$ cat src/shared/rrc_pkg.sv
/*
 * Constants, carrier types and helpers for the remote register command
 * handler. Assumes a single 10 MHz clock and same-clock link logic.
 */
package rrc_pkg;

	localparam int WORD_W = 16;
	localparam int SLOT_N = 6;
	localparam int SEL_W = 8;
	localparam logic [2:0] SLOT_BASE = 3'h0;
	localparam logic [2:0] SLOT_LAST = 3'h5;

	// Remote write word indices
	localparam logic [4:0] IDX_SET_FREQ = 5'h01;
	localparam logic [4:0] IDX_BASE_CODE = 5'h02;
	localparam logic [4:0] IDX_BASE_DATA = 5'h03;
	localparam logic [4:0] IDX_PID_DEV = 5'h0B;
	localparam logic [4:0] IDX_TQ_LIM = 5'h0C;
	localparam logic [3:0] IDX_EXT_TOP = 4'h9;

	// Selector values
	localparam logic [7:0] APP_TQ_A = 8'h0E;
	localparam logic [7:0] APP_TQ_B = 8'h12;
	localparam logic [7:0] APP_TQ_C = 8'h26;
	localparam logic [7:0] TQ_SRC_A = 8'h03;
	localparam logic [7:0] TQ_SRC_B = 8'h05;
	localparam logic [7:0] TQ_LIM_NET = 8'h02;
	localparam logic [7:0] FREQ_SIGNED = 8'h01;
	localparam logic [7:0] PID_OFF = 8'h00;
	localparam logic [7:0] PID_SRC_NET = 8'h00;

	// Ranges
	localparam logic [15:0] PID_DEV_MAX = 16'h2710;
	localparam logic [15:0] TQ_CMD_MAX_A = 16'h0FA0;
	localparam logic [15:0] TQ_CMD_MAX_B = 16'h0190;
	localparam logic [15:0] TQ_LIM_MAX = 16'h0FA0;
	localparam logic [15:0] SLOT_OFF = 16'hFFFF;

	// Values after reset
	localparam logic [15:0] RST_WORD = 16'h0000;
	localparam logic [15:0] RST_SLOT = 16'hFFFF;

	typedef struct packed {
		logic we;
		logic [4:0] idx;
		logic [15:0] data;
	} rrc_wr_t;

	typedef struct packed {
		logic [2:0] slot;
		logic [7:0] ext;
		logic [15:0] code;
		logic [15:0] data;
	} rrc_instr_t;

	typedef enum logic [1:0] {
		RRC_IDLE = 2'b00,
		RRC_SCAN = 2'b01,
		RRC_ISSUE = 2'b10,
		RRC_DONE = 2'b11
	} rrc_state_t;

	localparam rrc_instr_t RST_INSTR = '0;

	// Magnitude of a two's complement word
	function automatic logic [15:0] rrc_abs(input logic [15:0] v);
		rrc_abs = v[15] ? 16'(~v + 16'h0001) : v;
	endfunction : rrc_abs

endpackage : rrc_pkg

$ cat src/logic/rrc_cmd_handler.sv
/*
 * Remote register command handler: latches torque, limit, PID and
 * frequency words and runs the instruction queue. Assumes the link
 * logic delivers word writes and request bits on the same clock.
 */
`timescale 1ns/10ps

module rrc_cmd_handler
	import rrc_pkg::*;
(
	input wire logic clk_i,
	input wire logic sys_rst_i,
	input rrc_wr_t wr_i,
	input wire logic freq_write_request_a_i,
	input wire logic freq_write_request_b_i,
	input wire logic instruction_execute_request_i,
	input wire logic [SEL_W-1:0] application_selector_i,
	input wire logic [SEL_W-1:0] torque_source_selector_i,
	input wire logic [SEL_W-1:0] torque_limit_input_method_i,
	input wire logic [SEL_W-1:0] frequency_sign_selector_i,
	input wire logic [SEL_W-1:0] pid_action_selector_i,
	input wire logic [SEL_W-1:0] pid_setpoint_input_selector_i,
	input wire logic [SEL_W-1:0] pid_measured_input_selector_i,
	input wire logic instr_ready_i,
	output logic [15:0] stored_torque_value_a_o,
	output logic [15:0] stored_torque_value_b_o,
	output logic [15:0] torque_limit_o,
	output logic [15:0] pid_deviation_o,
	output logic [15:0] set_freq_mag_o,
	output logic dir_invert_o,
	output rrc_instr_t instr_o,
	output logic instr_valid_o,
	output logic instruction_complete_flag_o
);

	////////////////////////////////////////////////////////////////////////
	// Word shadows written by the master
	logic [15:0] freq_word_q, freq_word_d;
	logic [15:0] cmd_word_q, cmd_word_d;
	logic [15:0] lim_word_q, lim_word_d;
	logic [SLOT_N-1:0][15:0] codes_q, codes_d;
	logic [SLOT_N-1:0][15:0] wdata_q, wdata_d;
	logic [2:0] ext_slot;

	assign ext_slot = 3'(wr_i.idx[3:1]) + 3'h1;

	always_comb begin
		freq_word_d = freq_word_q;
		cmd_word_d = cmd_word_q;
		lim_word_d = lim_word_q;
		codes_d = codes_q;
		wdata_d = wdata_q;
		if (wr_i.we) begin
			case (wr_i.idx)
				IDX_SET_FREQ: begin
					freq_word_d = wr_i.data;
				end
				IDX_BASE_CODE: begin
					codes_d[SLOT_BASE] = wr_i.data;
				end
				IDX_BASE_DATA: begin
					wdata_d[SLOT_BASE] = wr_i.data;
				end
				IDX_PID_DEV: begin
					cmd_word_d = wr_i.data;
				end
				IDX_TQ_LIM: begin
					lim_word_d = wr_i.data;
				end
				default: begin
					if (wr_i.idx[4] && wr_i.idx[3:0] <= IDX_EXT_TOP) begin
						if (!wr_i.idx[0]) begin
							codes_d[ext_slot] = wr_i.data;
						end else begin
							wdata_d[ext_slot] = wr_i.data;
						end
					end
				end
			endcase
		end
	end

	always_ff @(posedge clk_i) begin
		if (sys_rst_i) begin
			freq_word_q <= RST_WORD;
			cmd_word_q <= RST_WORD;
			lim_word_q <= RST_WORD;
			codes_q <= {SLOT_N{RST_SLOT}};
			wdata_q <= {SLOT_N{RST_WORD}};
		end else begin
			freq_word_q <= freq_word_d;
			cmd_word_q <= cmd_word_d;
			lim_word_q <= lim_word_d;
			codes_q <= codes_d;
			wdata_q <= wdata_d;
		end
	end

	////////////////////////////////////////////////////////////////////////
	// Acceptance conditions
	logic fw_req_q;
	logic fw_req_d;
	logic fw_edge;
	logic tq_mode;
	logic lim_mode;
	logic cmd_in_range;
	logic lim_in_range;
	logic cmd_take;
	logic lim_take;
	logic pid_ok;
	logic pid_wr;
	logic pid_take;
	logic [15:0] cmd_max;

	assign fw_edge = (freq_write_request_a_i || freq_write_request_b_i)
		&& !fw_req_q;
	assign tq_mode = (application_selector_i == APP_TQ_A
		|| application_selector_i == APP_TQ_B
		|| application_selector_i == APP_TQ_C)
		&& (torque_source_selector_i == TQ_SRC_A
		|| torque_source_selector_i == TQ_SRC_B);
	assign lim_mode = tq_mode
		&& torque_limit_input_method_i == TQ_LIM_NET;
	assign cmd_max = (torque_source_selector_i == TQ_SRC_A) ?
		TQ_CMD_MAX_A : TQ_CMD_MAX_B;
	assign cmd_in_range = rrc_abs(cmd_word_q) <= cmd_max;
	assign lim_in_range = rrc_abs(lim_word_q) <= TQ_LIM_MAX;
	assign cmd_take = fw_edge && tq_mode && cmd_in_range;
	assign lim_take = fw_edge && lim_mode && lim_in_range;
	assign pid_ok = pid_action_selector_i != PID_OFF
		&& pid_setpoint_input_selector_i == PID_SRC_NET
		&& pid_measured_input_selector_i == PID_SRC_NET;
	assign pid_wr = wr_i.we && wr_i.idx == IDX_PID_DEV && !tq_mode;
	assign pid_take = pid_wr && pid_ok
		&& rrc_abs(wr_i.data) <= PID_DEV_MAX;

	////////////////////////////////////////////////////////////////////////
	// Stored values
	logic [15:0] tq_a_q, tq_a_d;
	logic [15:0] tq_b_q, tq_b_d;
	logic [15:0] lim_q, lim_d;
	logic [15:0] pid_q, pid_d;
	logic [15:0] fmag_q, fmag_d;
	logic finv_q, finv_d;

	always_comb begin
		tq_a_d = tq_a_q;
		tq_b_d = tq_b_q;
		lim_d = lim_q;
		pid_d = pid_q;
		fmag_d = fmag_q;
		finv_d = finv_q;
		fw_req_d = freq_write_request_a_i || freq_write_request_b_i;
		if (lim_take) begin
			lim_d = lim_word_q;
			tq_a_d = lim_word_q;
			tq_b_d = lim_word_q;
		end
		if (cmd_take) begin
			tq_a_d = cmd_word_q;
			tq_b_d = cmd_word_q;
		end
		if (pid_take) begin
			pid_d = wr_i.data;
		end
		if (fw_edge) begin
			if (frequency_sign_selector_i == FREQ_SIGNED
				&& freq_word_q[15]) begin
				fmag_d = rrc_abs(freq_word_q);
				finv_d = 1'b1;
			end else begin
				fmag_d = freq_word_q;
				finv_d = 1'b0;
			end
		end
	end

	always_ff @(posedge clk_i) begin
		if (sys_rst_i) begin
			fw_req_q <= 1'b0;
			tq_a_q <= RST_WORD;
			tq_b_q <= RST_WORD;
			lim_q <= RST_WORD;
			pid_q <= RST_WORD;
			fmag_q <= RST_WORD;
			finv_q <= 1'b0;
		end else begin
			fw_req_q <= fw_req_d;
			tq_a_q <= tq_a_d;
			tq_b_q <= tq_b_d;
			lim_q <= lim_d;
			pid_q <= pid_d;
			fmag_q <= fmag_d;
			finv_q <= finv_d;
		end
	end

	assign stored_torque_value_a_o = tq_a_q;
	assign stored_torque_value_b_o = tq_b_q;
	assign torque_limit_o = lim_q;
	assign pid_deviation_o = pid_q;
	assign set_freq_mag_o = fmag_q;
	assign dir_invert_o = finv_q;

	////////////////////////////////////////////////////////////////////////
	// Instruction queue
	rrc_instr_seq u_seq (
		.clk_i(clk_i),
		.sys_rst_i(sys_rst_i),
		.exec_req_i(instruction_execute_request_i),
		.codes_i(codes_q),
		.data_i(wdata_q),
		.ready_i(instr_ready_i),
		.instr_o(instr_o),
		.valid_o(instr_valid_o),
		.complete_o(instruction_complete_flag_o)
	);

	////////////////////////////////////////////////////////////////////////
	a_tq_accept: assert property (@(posedge clk_i) disable iff (sys_rst_i)
		cmd_take |=> (stored_torque_value_a_o == $past(cmd_word_q)
		&& stored_torque_value_b_o == $past(cmd_word_q)))
		else $error("torque command not taken");

	a_tq_mode_gate: assert property (@(posedge clk_i) disable iff (sys_rst_i)
		(fw_edge && !tq_mode) |=> ($stable(stored_torque_value_a_o)
		&& $stable(stored_torque_value_b_o)))
		else $error("torque taken outside torque mode");

	a_tq_range_keep: assert property (@(posedge clk_i) disable iff (sys_rst_i)
		(fw_edge && tq_mode && !cmd_in_range && !lim_take)
		|=> $stable(stored_torque_value_a_o))
		else $error("out of range torque stored");

	a_lim_take: assert property (@(posedge clk_i) disable iff (sys_rst_i)
		(lim_take && !cmd_take) |=> (torque_limit_o == $past(lim_word_q)
		&& stored_torque_value_b_o == $past(lim_word_q)))
		else $error("torque limit not taken");

	a_lim_gate: assert property (@(posedge clk_i) disable iff (sys_rst_i)
		(fw_edge && (!lim_mode || !lim_in_range))
		|=> $stable(torque_limit_o))
		else $error("torque limit taken when not allowed");

	a_pid_keep: assert property (@(posedge clk_i) disable iff (sys_rst_i)
		(pid_wr && (!pid_ok || rrc_abs(wr_i.data) > PID_DEV_MAX))
		|=> $stable(pid_deviation_o))
		else $error("PID word stored when not allowed");

	a_freq_sign: assert property (@(posedge clk_i) disable iff (sys_rst_i)
		(fw_edge && frequency_sign_selector_i == FREQ_SIGNED
		&& freq_word_q[15])
		|=> (dir_invert_o && set_freq_mag_o == rrc_abs($past(freq_word_q))))
		else $error("negative frequency not inverted");

	a_freq_unsigned: assert property (@(posedge clk_i) disable iff (sys_rst_i)
		(fw_edge && frequency_sign_selector_i != FREQ_SIGNED)
		|=> (!dir_invert_o && set_freq_mag_o == $past(freq_word_q)))
		else $error("unsigned frequency altered");

	a_freq_pos: assert property (@(posedge clk_i) disable iff (sys_rst_i)
		(fw_edge && frequency_sign_selector_i == FREQ_SIGNED
		&& !freq_word_q[15])
		|=> (!dir_invert_o && set_freq_mag_o == $past(freq_word_q)))
		else $error("positive frequency altered");

	a_lim_load: assert property (@(posedge clk_i) disable iff (sys_rst_i)
		lim_take |=> torque_limit_o == $past(lim_word_q))
		else $error("accepted torque limit not stored");

	a_pid_take: assert property (@(posedge clk_i) disable iff (sys_rst_i)
		pid_take |=> pid_deviation_o == $past(wr_i.data))
		else $error("accepted PID word not stored");

	a_pid_hold: assert property (@(posedge clk_i) disable iff (sys_rst_i)
		!pid_take |=> $stable(pid_deviation_o))
		else $error("PID word changed without a write");

	a_hold_idle: assert property (@(posedge clk_i) disable iff (sys_rst_i)
		!fw_edge |=> ($stable(stored_torque_value_a_o)
		&& $stable(torque_limit_o) && $stable(set_freq_mag_o)
		&& $stable(dir_invert_o)))
		else $error("torque or frequency changed without a request");

endmodule : rrc_cmd_handler

$ cat src/logic/rrc_instr_seq.sv
/*
 * Instruction queue sequencer: walks the base slot and five extended
 * slots on each rising execute request seen while idle. Assumes same-clock inputs.
 */
`timescale 1ns/10ps
module rrc_instr_seq
	import rrc_pkg::*;
(
	input wire logic clk_i,
	input wire logic sys_rst_i,
	input wire logic exec_req_i,
	input wire logic [SLOT_N-1:0][15:0] codes_i,
	input wire logic [SLOT_N-1:0][15:0] data_i,
	input wire logic ready_i,
	output rrc_instr_t instr_o,
	output logic valid_o,
	output logic complete_o
);

	rrc_state_t state_q, state_d;
	logic [2:0] idx_q, idx_d;
	rrc_instr_t instr_q, instr_d;
	logic valid_q, valid_d;
	logic done_q, done_d;
	logic req_q;
	logic [15:0] code_sel, data_sel;

	assign code_sel = codes_i[idx_q];
	assign data_sel = data_i[idx_q];

	////////////////////////////////////////////////////////////////////////
	always_comb begin
		state_d = state_q;
		idx_d = idx_q;
		instr_d = instr_q;
		valid_d = valid_q;
		done_d = done_q;
		case (state_q)
			RRC_IDLE: begin
				if (exec_req_i && !req_q) begin
					state_d = RRC_SCAN;
					idx_d = SLOT_BASE;
					done_d = 1'b0;
				end
			end
			RRC_SCAN: begin
				if (idx_q != SLOT_BASE && code_sel == SLOT_OFF) begin
					if (idx_q == SLOT_LAST) begin
						state_d = RRC_DONE;
					end else begin
						idx_d = 3'(idx_q + 3'h1);
					end
				end else begin
					instr_d.slot = idx_q;
					if (idx_q == SLOT_BASE) begin
						instr_d.ext = 8'h00;
						instr_d.code = code_sel;
					end else begin
						instr_d.ext = code_sel[15:8];
						instr_d.code = {8'h00, code_sel[7:0]};
					end
					instr_d.data = data_sel;
					valid_d = 1'b1;
					state_d = RRC_ISSUE;
				end
			end
			RRC_ISSUE: begin
				if (ready_i) begin
					valid_d = 1'b0;
					if (idx_q == SLOT_LAST) begin
						state_d = RRC_DONE;
					end else begin
						idx_d = 3'(idx_q + 3'h1);
						state_d = RRC_SCAN;
					end
				end
			end
			RRC_DONE: begin
				done_d = 1'b1;
				state_d = RRC_IDLE;
			end
			default: begin
				state_d = RRC_IDLE;
			end
		endcase
	end

	always_ff @(posedge clk_i) begin
		if (sys_rst_i) begin
			state_q <= RRC_IDLE;
			idx_q <= SLOT_BASE;
			instr_q <= RST_INSTR;
			valid_q <= 1'b0;
			done_q <= 1'b0;
			req_q <= 1'b0;
		end else begin
			state_q <= state_d;
			idx_q <= idx_d;
			instr_q <= instr_d;
			valid_q <= valid_d;
			done_q <= done_d;
			req_q <= exec_req_i;
		end
	end

	assign instr_o = instr_q;
	assign valid_o = valid_q;
	assign complete_o = done_q;

	////////////////////////////////////////////////////////////////////////
	a_skip_off_slot: assert property (@(posedge clk_i) disable iff (sys_rst_i)
		(state_q == RRC_SCAN && idx_q != SLOT_BASE && code_sel == SLOT_OFF)
		|=> (!valid_q && (state_q == RRC_DONE
		|| idx_q == 3'($past(idx_q) + 3'h1))))
		else $error("disabled slot was issued");

	a_base_first: assert property (@(posedge clk_i) disable iff (sys_rst_i)
		(state_q == RRC_IDLE && exec_req_i && !req_q)
		|-> ##2 (valid_q && instr_q.slot == SLOT_BASE))
		else $error("base slot not issued first");

	a_order_up: assert property (@(posedge clk_i) disable iff (sys_rst_i)
		(state_q == RRC_ISSUE && ready_i && idx_q != SLOT_LAST)
		|=> (state_q == RRC_SCAN && idx_q == 3'($past(idx_q) + 3'h1)))
		else $error("slot order broken");

	a_done_after_last: assert property (@(posedge clk_i) disable iff (sys_rst_i)
		(state_q == RRC_ISSUE && ready_i && idx_q == SLOT_LAST)
		|-> ##2 complete_o)
		else $error("complete flag not raised");

	a_ext_pairing: assert property (@(posedge clk_i) disable iff (sys_rst_i)
		(state_q == RRC_SCAN && idx_q != SLOT_BASE && code_sel != SLOT_OFF)
		|=> (instr_q.ext == $past(code_sel[15:8])
		&& instr_q.data == $past(data_sel)))
		else $error("extended slot split or pairing wrong");

endmodule : rrc_instr_seq

$ cat config.mk
export PLATFORM = sky130hd
export DESIGN_NAME = rrc_cmd_handler
export DESIGN_NICKNAME = d
export VERILOG_FILES = /design/src/shared/rrc_pkg.sv /design/src/logic/rrc_cmd_handler.sv /design/src/logic/rrc_instr_seq.sv
export SDC_FILE = /design/constraint.sdc
export NUM_CORES = 1
export LEC_CHECK = 0
export BUFFER_PORTS_ARGS = -buffer_cell sky130_fd_sc_hd__buf_2
export CAP_MARGIN = 20
export CORE_ASPECT_RATIO = 1.1
export CORE_MARGIN = 2
export CORE_UTILIZATION = 40
export DETAILED_ROUTE_END_ITERATION = 8
export GPL_ROUTABILITY_DRIVEN = 0
export SYNTH_ARGS = -nofsm -noshare
export SYNTH_HDL_FRONTEND = slang
export SYNTH_SLANG_ARGS = --single-unit
$ cat constraint.sdc
create_clock -name clk_i -period 7.1 [get_ports clk_i]
set_clock_uncertainty 0.2 [all_clocks]
set_input_delay 1.065 -clock clk_i [delete_from_list [all_inputs] [get_ports clk_i]]
set_output_delay 1.065 -clock clk_i [all_outputs]
set_load 0.05 [all_outputs]
[After elaboration in Yosys (flattened, before gate mapping)]
Index checks and enable logic that the tools add are counted.
Word-level totals
  register bits after elaboration: 357
  bits of input ports: 84
  output and inout bits: 126
  logic and storage cells: 168
Cells by class
  add/subtract/negate cells: 6
  order comparisons: 7
  equal/unequal tests: 23
  multiplexer cells: 40
  bitwise operators: 9
  reductions and logical operators: 53
Operators with widths (number)
  16-bit two-way mux: 14
  96-bit bitwise mux: 2
  16-bit binary-select mux with 3-bit select: 2
  16-bit by 1-bit adder with 16-bit output (second input constant): 4
  16-bit inverter: 4
  16-bit one-hot mux with 2 select lines: 2
  16-bit demux with 3-bit select: 1
  24-bit two-way mux: 1
  4-bit AND reduction: 5
  1-bit logical AND: 18
  16-bit equality test (second input constant): 1
  8-bit by 2-bit equality test with 1-bit output (second input constant): 2
  16-bit by 12-bit <= comparator with 1-bit output: 1
  16-bit by 12-bit <= comparator with 1-bit output (second input constant): 1
  16-bit by 14-bit <= comparator with 1-bit output (second input constant): 1
  8-bit logical NOT: 2
  12-bit two-way mux: 1
  3-bit two-way mux: 4
  2-bit nonzero test: 6
  5-bit by 2-bit equality test with 1-bit output (second input constant): 2
  5-bit by 4-bit equality test with 1-bit output (second input constant): 2
  2-bit two-way mux: 5
  2-bit AND reduction: 5
  3-bit one-hot mux with 3 select lines: 1
  other kinds (29): 51

[Depth between registers and ports, before layout]
  word-level depth: 9
  depth in mapped cells: 14
  gate-level depth less buffers: 11

[By module]
A second synthesis with hierarchy kept.
Unflattened totals
  cell total of the unflattened synthesis: 1677
  area, all modules: 15916.5 sq um
Modules (own cells, without submodules)
  rrc_cmd_handler: instances 1, cells each 1276, area an instance 12251.8 sq um, seq. area each 6125.9 sq um
  rrc_instr_seq: instances 1, cells each 401, area an instance 3664.8 sq um, seq. area each 1021.0 sq um

[Worst setup path before layout]
OpenSTA, ideal clock, no wires.
  path type: input -> register
  start point: in torque_source_selector_i[3]
  end point: reg tq_b_q[15] (netlist: stored_torque_value_b_o[15])
  library setup time: 0.074 ns
  arrival: 3.535 ns
  data required time: 6.826 ns
  slack: 3.291 ns
  stages: 10
  path buffers: 1
  cell sequence: or4b_2 nor3_1 nand3b_1 ha_1 nand3_1 a211o_1 a22o_1 clkbuf_1 a31o_1 a31oi_1
On the way
  word-level cells in the longest chain between the ends: 7
  elaborated cells on any way between the ends: 13
  classes of those cells: order compare (1); eq/ne (2); mux (2); reduce/logical (8)
RTL lines
  from (decl): RTL line rrc_cmd_handler.sv:18  | input wire logic [SEL_W-1:0] torque_source_selector_i,
  parallel branches: the longest is 7 deep, another holds 16-bit by 12-bit <= comparator with 1-bit output
  to (signal assigned): RTL line rrc_cmd_handler.sv:190  | tq_b_q <= tq_b_d;
  to (decl): RTL line rrc_cmd_handler.sv:140  | logic [15:0] tq_b_q, tq_b_d;
Parallel ways; which one is timed is not known.
A chain may end at the register's enable or synchronous reset.

[Worst setup path in the final report]
  start point: reg cmd_word_q[0]
  end point: reg tq_b_q[15] (netlist: stored_torque_value_b_o[15])
On the way
  word-level cells in the longest chain between the ends: 6
  elaborated cells on any way between the ends: 7
  classes of those cells: add/sub (1); order compare (1); mux (2); bitwise (1); reduce/logical (2)
RTL lines
  from (decl): RTL line rrc_cmd_handler.sv:39  | logic [15:0] cmd_word_q, cmd_word_d;
  from (signal assigned): RTL line rrc_cmd_handler.sv:92  | cmd_word_q <= cmd_word_d;
  16-bit inverter: RTL line rrc_pkg.sv:67  | rrc_abs = v[15] ? 16'(~v + 16'h0001) : v;
  16-bit by 1-bit adder with 16-bit output: RTL line rrc_pkg.sv:67
  16-bit two-way mux (*): RTL line rrc_pkg.sv:67
  16-bit by 12-bit <= comparator with 1-bit output (*): RTL line rrc_cmd_handler.sv:126  | assign cmd_in_range = rrc_abs(cmd_word_q) <= cmd_max;
  1-bit logical AND (*): RTL line rrc_cmd_handler.sv:128  | assign cmd_take = fw_edge && tq_mode && cmd_in_range;
  16-bit two-way mux or 2-bit nonzero test (tied branches)
Every way passes the cells marked *; elsewhere a longest branch is shown, timed or not.

==> run summary <==
* complete, no violations — result of the run
* 5.40 — mean number of vias per cell
* flop to flop — path category of the worst min-delay check
* 38 — clock buffer count from CTS
* flop — endpoint type of the worst setup path
* 12,700 — number of vias after detailed routing
* 29,500 um — half-perimeter wire length after placement
* flop — element type at the critical path start
* 357 — Clock Sink Count
* 104 — largest net degree at the start of global routing
* 17,200 sq um — Post-DP Area
* cmd_word_q[0]$_SDFFE_PP0P_ — launch point of the worst reg-to-reg path
* 0 ns — final-layout setup total negative slack
* 3670 uW — Internal
* 0.414 — portion of total power attributed to sequential cells
* clkbuf_16 — Root Buffer
* torque_limit_o[12]$_SDFFE_PP0P_ — Min-Delay Startpoint
* 0 — Crit path buffers/inverters
* 789 — DRC violation total after the first TritonRoute iteration
* 0 — post-route ant nets
* stored_torque_value_b_o[15]$_SDFFE_PP0P_ — worst r2r dst
* 2 — Hold Path Stages
* 18,400 sq um — final cell area excluding filler cells
* 0.248 ns — minimum hold slack
* 1,704 — number of standard cells after synthesis
* 0 — Resize count post-CTS
* 1780 uW — net switching component of the power
* 0 — count of endpoints failing setup in the final report
* 65 — number of different library cells in the post-synthesis netlist
* or4_1 — critical path's slowest cell
* or4_1 > or3_1 > or4_4 > o21ai_0 > xnor2_1 > ha_1 > nand3_1 > a211o_1 > a22o_1 > nand2_1 > a31oi_1 — Critical Path, Cell by Cell
* 0.183 mV — maximum resistive drop on vdd
* 15,900 sq um — Synth Cell Area
* 0.596 — final period utilization
* 2.87 ns — Register-to-Register Setup Slack
* 18.9 um — routed length per instance
* simple AND/OR/NAND/NOR gates — crit-path leading delay family
* torque_limit_o[12]$_SDFFE_PP0P_ — Worst Hold Path EP
* 0.06 ns — clock edge transition at the registers on the reported setup and hold paths
* 1.10 ns — measured slew at the worst slew-check pin
* 0 — number of diodes
* 0 — final routed DRC violation total
* 41,400 sq um — Die Footprint
* 2.77 ns — Place WS
* 296 nW/um^2 — power per cell area
* 15.6% — area growth from synthesis to final layout
* 3,797 — number of filler instances in the final layout
* 0 — Post-CTS Hold Fix Bufs
* 0 — maximum capacitance violations
* 0.225 — share of total power in combinational logic
* 0 — Post-CTS Repair Setup Buffers
* 0 — asr flop ratio synth
* 0.406 — Starting Density
* 0.361 — clock group share of total power
* 0.187 — share of layout cells above drive strength 1
* 2.87 ns — setup slack after layout
* 11 — FF-to-FF path depth
* 76 — row cnt
* 0.449 — sequential-to-total area share from yosys stat
* 0.326 — Switching Fraction
* 15 — highest net fanout along the worst path
* 69,600 um — first-pass GRT wire length
* 0.54 ns — clock latency of the later-clocked register in the worst-skew pair
* 0 — number of slew-limit violations in the final report
* 39,200 sq um — placeable core area
* 9.34 sq um — average instance area after synthesis
* 12,300 — vias in the first global route
* 4.23 ns — Min Clock Period, post-route
* 0 — final hold violations
* 0 — Synth Warn #
* 0 — total congestion overflow after global routing
* built — CTS tree
* 209 — number of I/O port buffers
* 5 — number of optimization iterations in the first detailed-route pass
* flop to flop — worst setup path class
* 236 MHz — upper clock frequency limit
* 3 — Bufs on Longest Clock Path
* 0.265 — normalized max-slew margin
* 2,360 — Post-Layout Cell Count
* 357 — flip-flop and latch count after synthesis
* 0.00734 uW — leakage power summed over all cells
* 1,926 — Final #Nets
* 213 um — floorplan die height
* 2,294 — count of placed standard cells including taps
* 0 — antenna violations before repair
* dfxtp_1 — predominant post-synthesis flop cell
* false — setup repair after global routing missed its margin
* 210 — Ports
* 2 — Max H-tree Level
* dfxtp_1 — most common library cell in the layout ignoring fill and taps
* 0.212 — Overall Global Routing Usage
* 0.65 ns — stage delay of the slowest cell on the critical path
* dfxtp_1, nor2_1, mux2i_1, buf_2, nand2_1 — commonest cells after routing, fill and taps aside
* 4.41 ns — data arrival time at the worst-slack endpoint
* 194 um — die span in x
* 0 — number of enable flip-flop cells after synthesis
* 1,803 — Syn Nets
* 7.27 ns — data required time at the worst endpoint
* 44,600 um — wire length reported by the detailed router
==> layout make-up <==
class / count / area, sq um / share of cell area
Clock buffer: 54 / 1080 / 0.0588
Clock inverter: 12 / 139 / 0.00755
Inverter: 23 / 86.3 / 0.00469
Multi-Input combinational cell: 1172 / 8050 / 0.437
Sequential cell: 357 / 7150 / 0.389
Tap cell: 507 / 634 / 0.0345
Timing Repair Buffer: 235 / 1260 / 0.0686
==> worst max-delay path by stage <==
stage	from	to	cells past startpoint
floorplan	torque_source_selector_i[3]	stored_torque_value_b_o[15]$_SDFFE_PP0P_	10
global route	cmd_word_q[0]$_SDFFE_PP0P_	stored_torque_value_b_o[12]$_SDFFE_PP0P_	11
detailed placement	torque_source_selector_i[3]	stored_torque_value_b_o[0]$_SDFFE_PP0P_	10
global placement	u_seq.idx_q[1]$_SDFFE_PP0P_	u_seq.idx_q[2]$_SDFFE_PP0P_	10
finish	cmd_word_q[0]$_SDFFE_PP0P_	stored_torque_value_b_o[15]$_SDFFE_PP0P_	11
CTS	cmd_word_q[0]$_SDFFE_PP0P_	stored_torque_value_b_o[15]$_SDFFE_PP0P_	11
==> tightest hold or removal path, stage by stage (launching register included) <==
cell     delay, ns
dfxtp_1       0.30
nand2_1       0.05
a21oi_1       0.05
==> metrics by stage <==
step | util | power [uW]
floorplan | - | 3180
global placement | 0.438 | 3500
detailed placement | 0.439 | 3530
CTS | 0.470 | 5500
global route | 0.470 | 5680
finish | 0.470 | 5450
==> cell usage after synthesis, types with 11 or more instances <==
cell      instances  share of area
buf_2            18         0.0057
a31oi_1          13         0.0051
mux4_2           25          0.035
xnor2_1          14         0.0077
nand2_1         148          0.035
mux2i_1         298           0.19
buf_4            21         0.0099
dfxtp_1         357           0.45
nand3_1          38          0.012
a211oi_1         40          0.019
a21oi_1          57          0.018
nand4_1          12         0.0047
nor2_1          305          0.072
nor4_1           12         0.0047
ha_1             15          0.012
nand2b_1         11         0.0043
o21ai_0          33          0.010
clkbuf_1        101          0.024
inv_1            22         0.0052
nor3_1           22         0.0069
==> power by group through the flow <==
stage | clock network [uW] | registers (uW) | logic (uW)
after floorplan | 0 | 2540 | 633
after global placement | 0 | 2300 | 1200
after detailed placement | 0 | 2300 | 1230
after CTS | 2010 | 2260 | 1230
after global routing | 2100 | 2270 | 1310
final | 1970 | 2250 | 1230
==> routing by layer <==
metal	up-vias	routed length, um	global-route usage
met4	0	956	0.0593
met5	-	0	0
met2	346	21000	0.354
li1	6180	-	-
met3	52	2330	0.0347
met1	6167	20400	0.283
==> logic make-up (layout without fill, tap and decap cells) <==
| kind of cell | after synthesis | in the layout | synth area share |
|---|---|---|---|
| adders and majority gates | 16 | 16 | 0.0124 |
| AOI/OAI and AO/OA | 192 | 192 | 0.0806 |
| and+or+nand+nor | 616 | 616 | 0.172 |
| DFF | 357 | 357 | 0.449 |
| buffers and inverters | 175 | 324 | 0.0486 |
| muxes | 330 | 330 | 0.228 |
| xor gates and xnor gates | 18 | 18 | 0.00990 |
(Power assumes the default switching activity.)
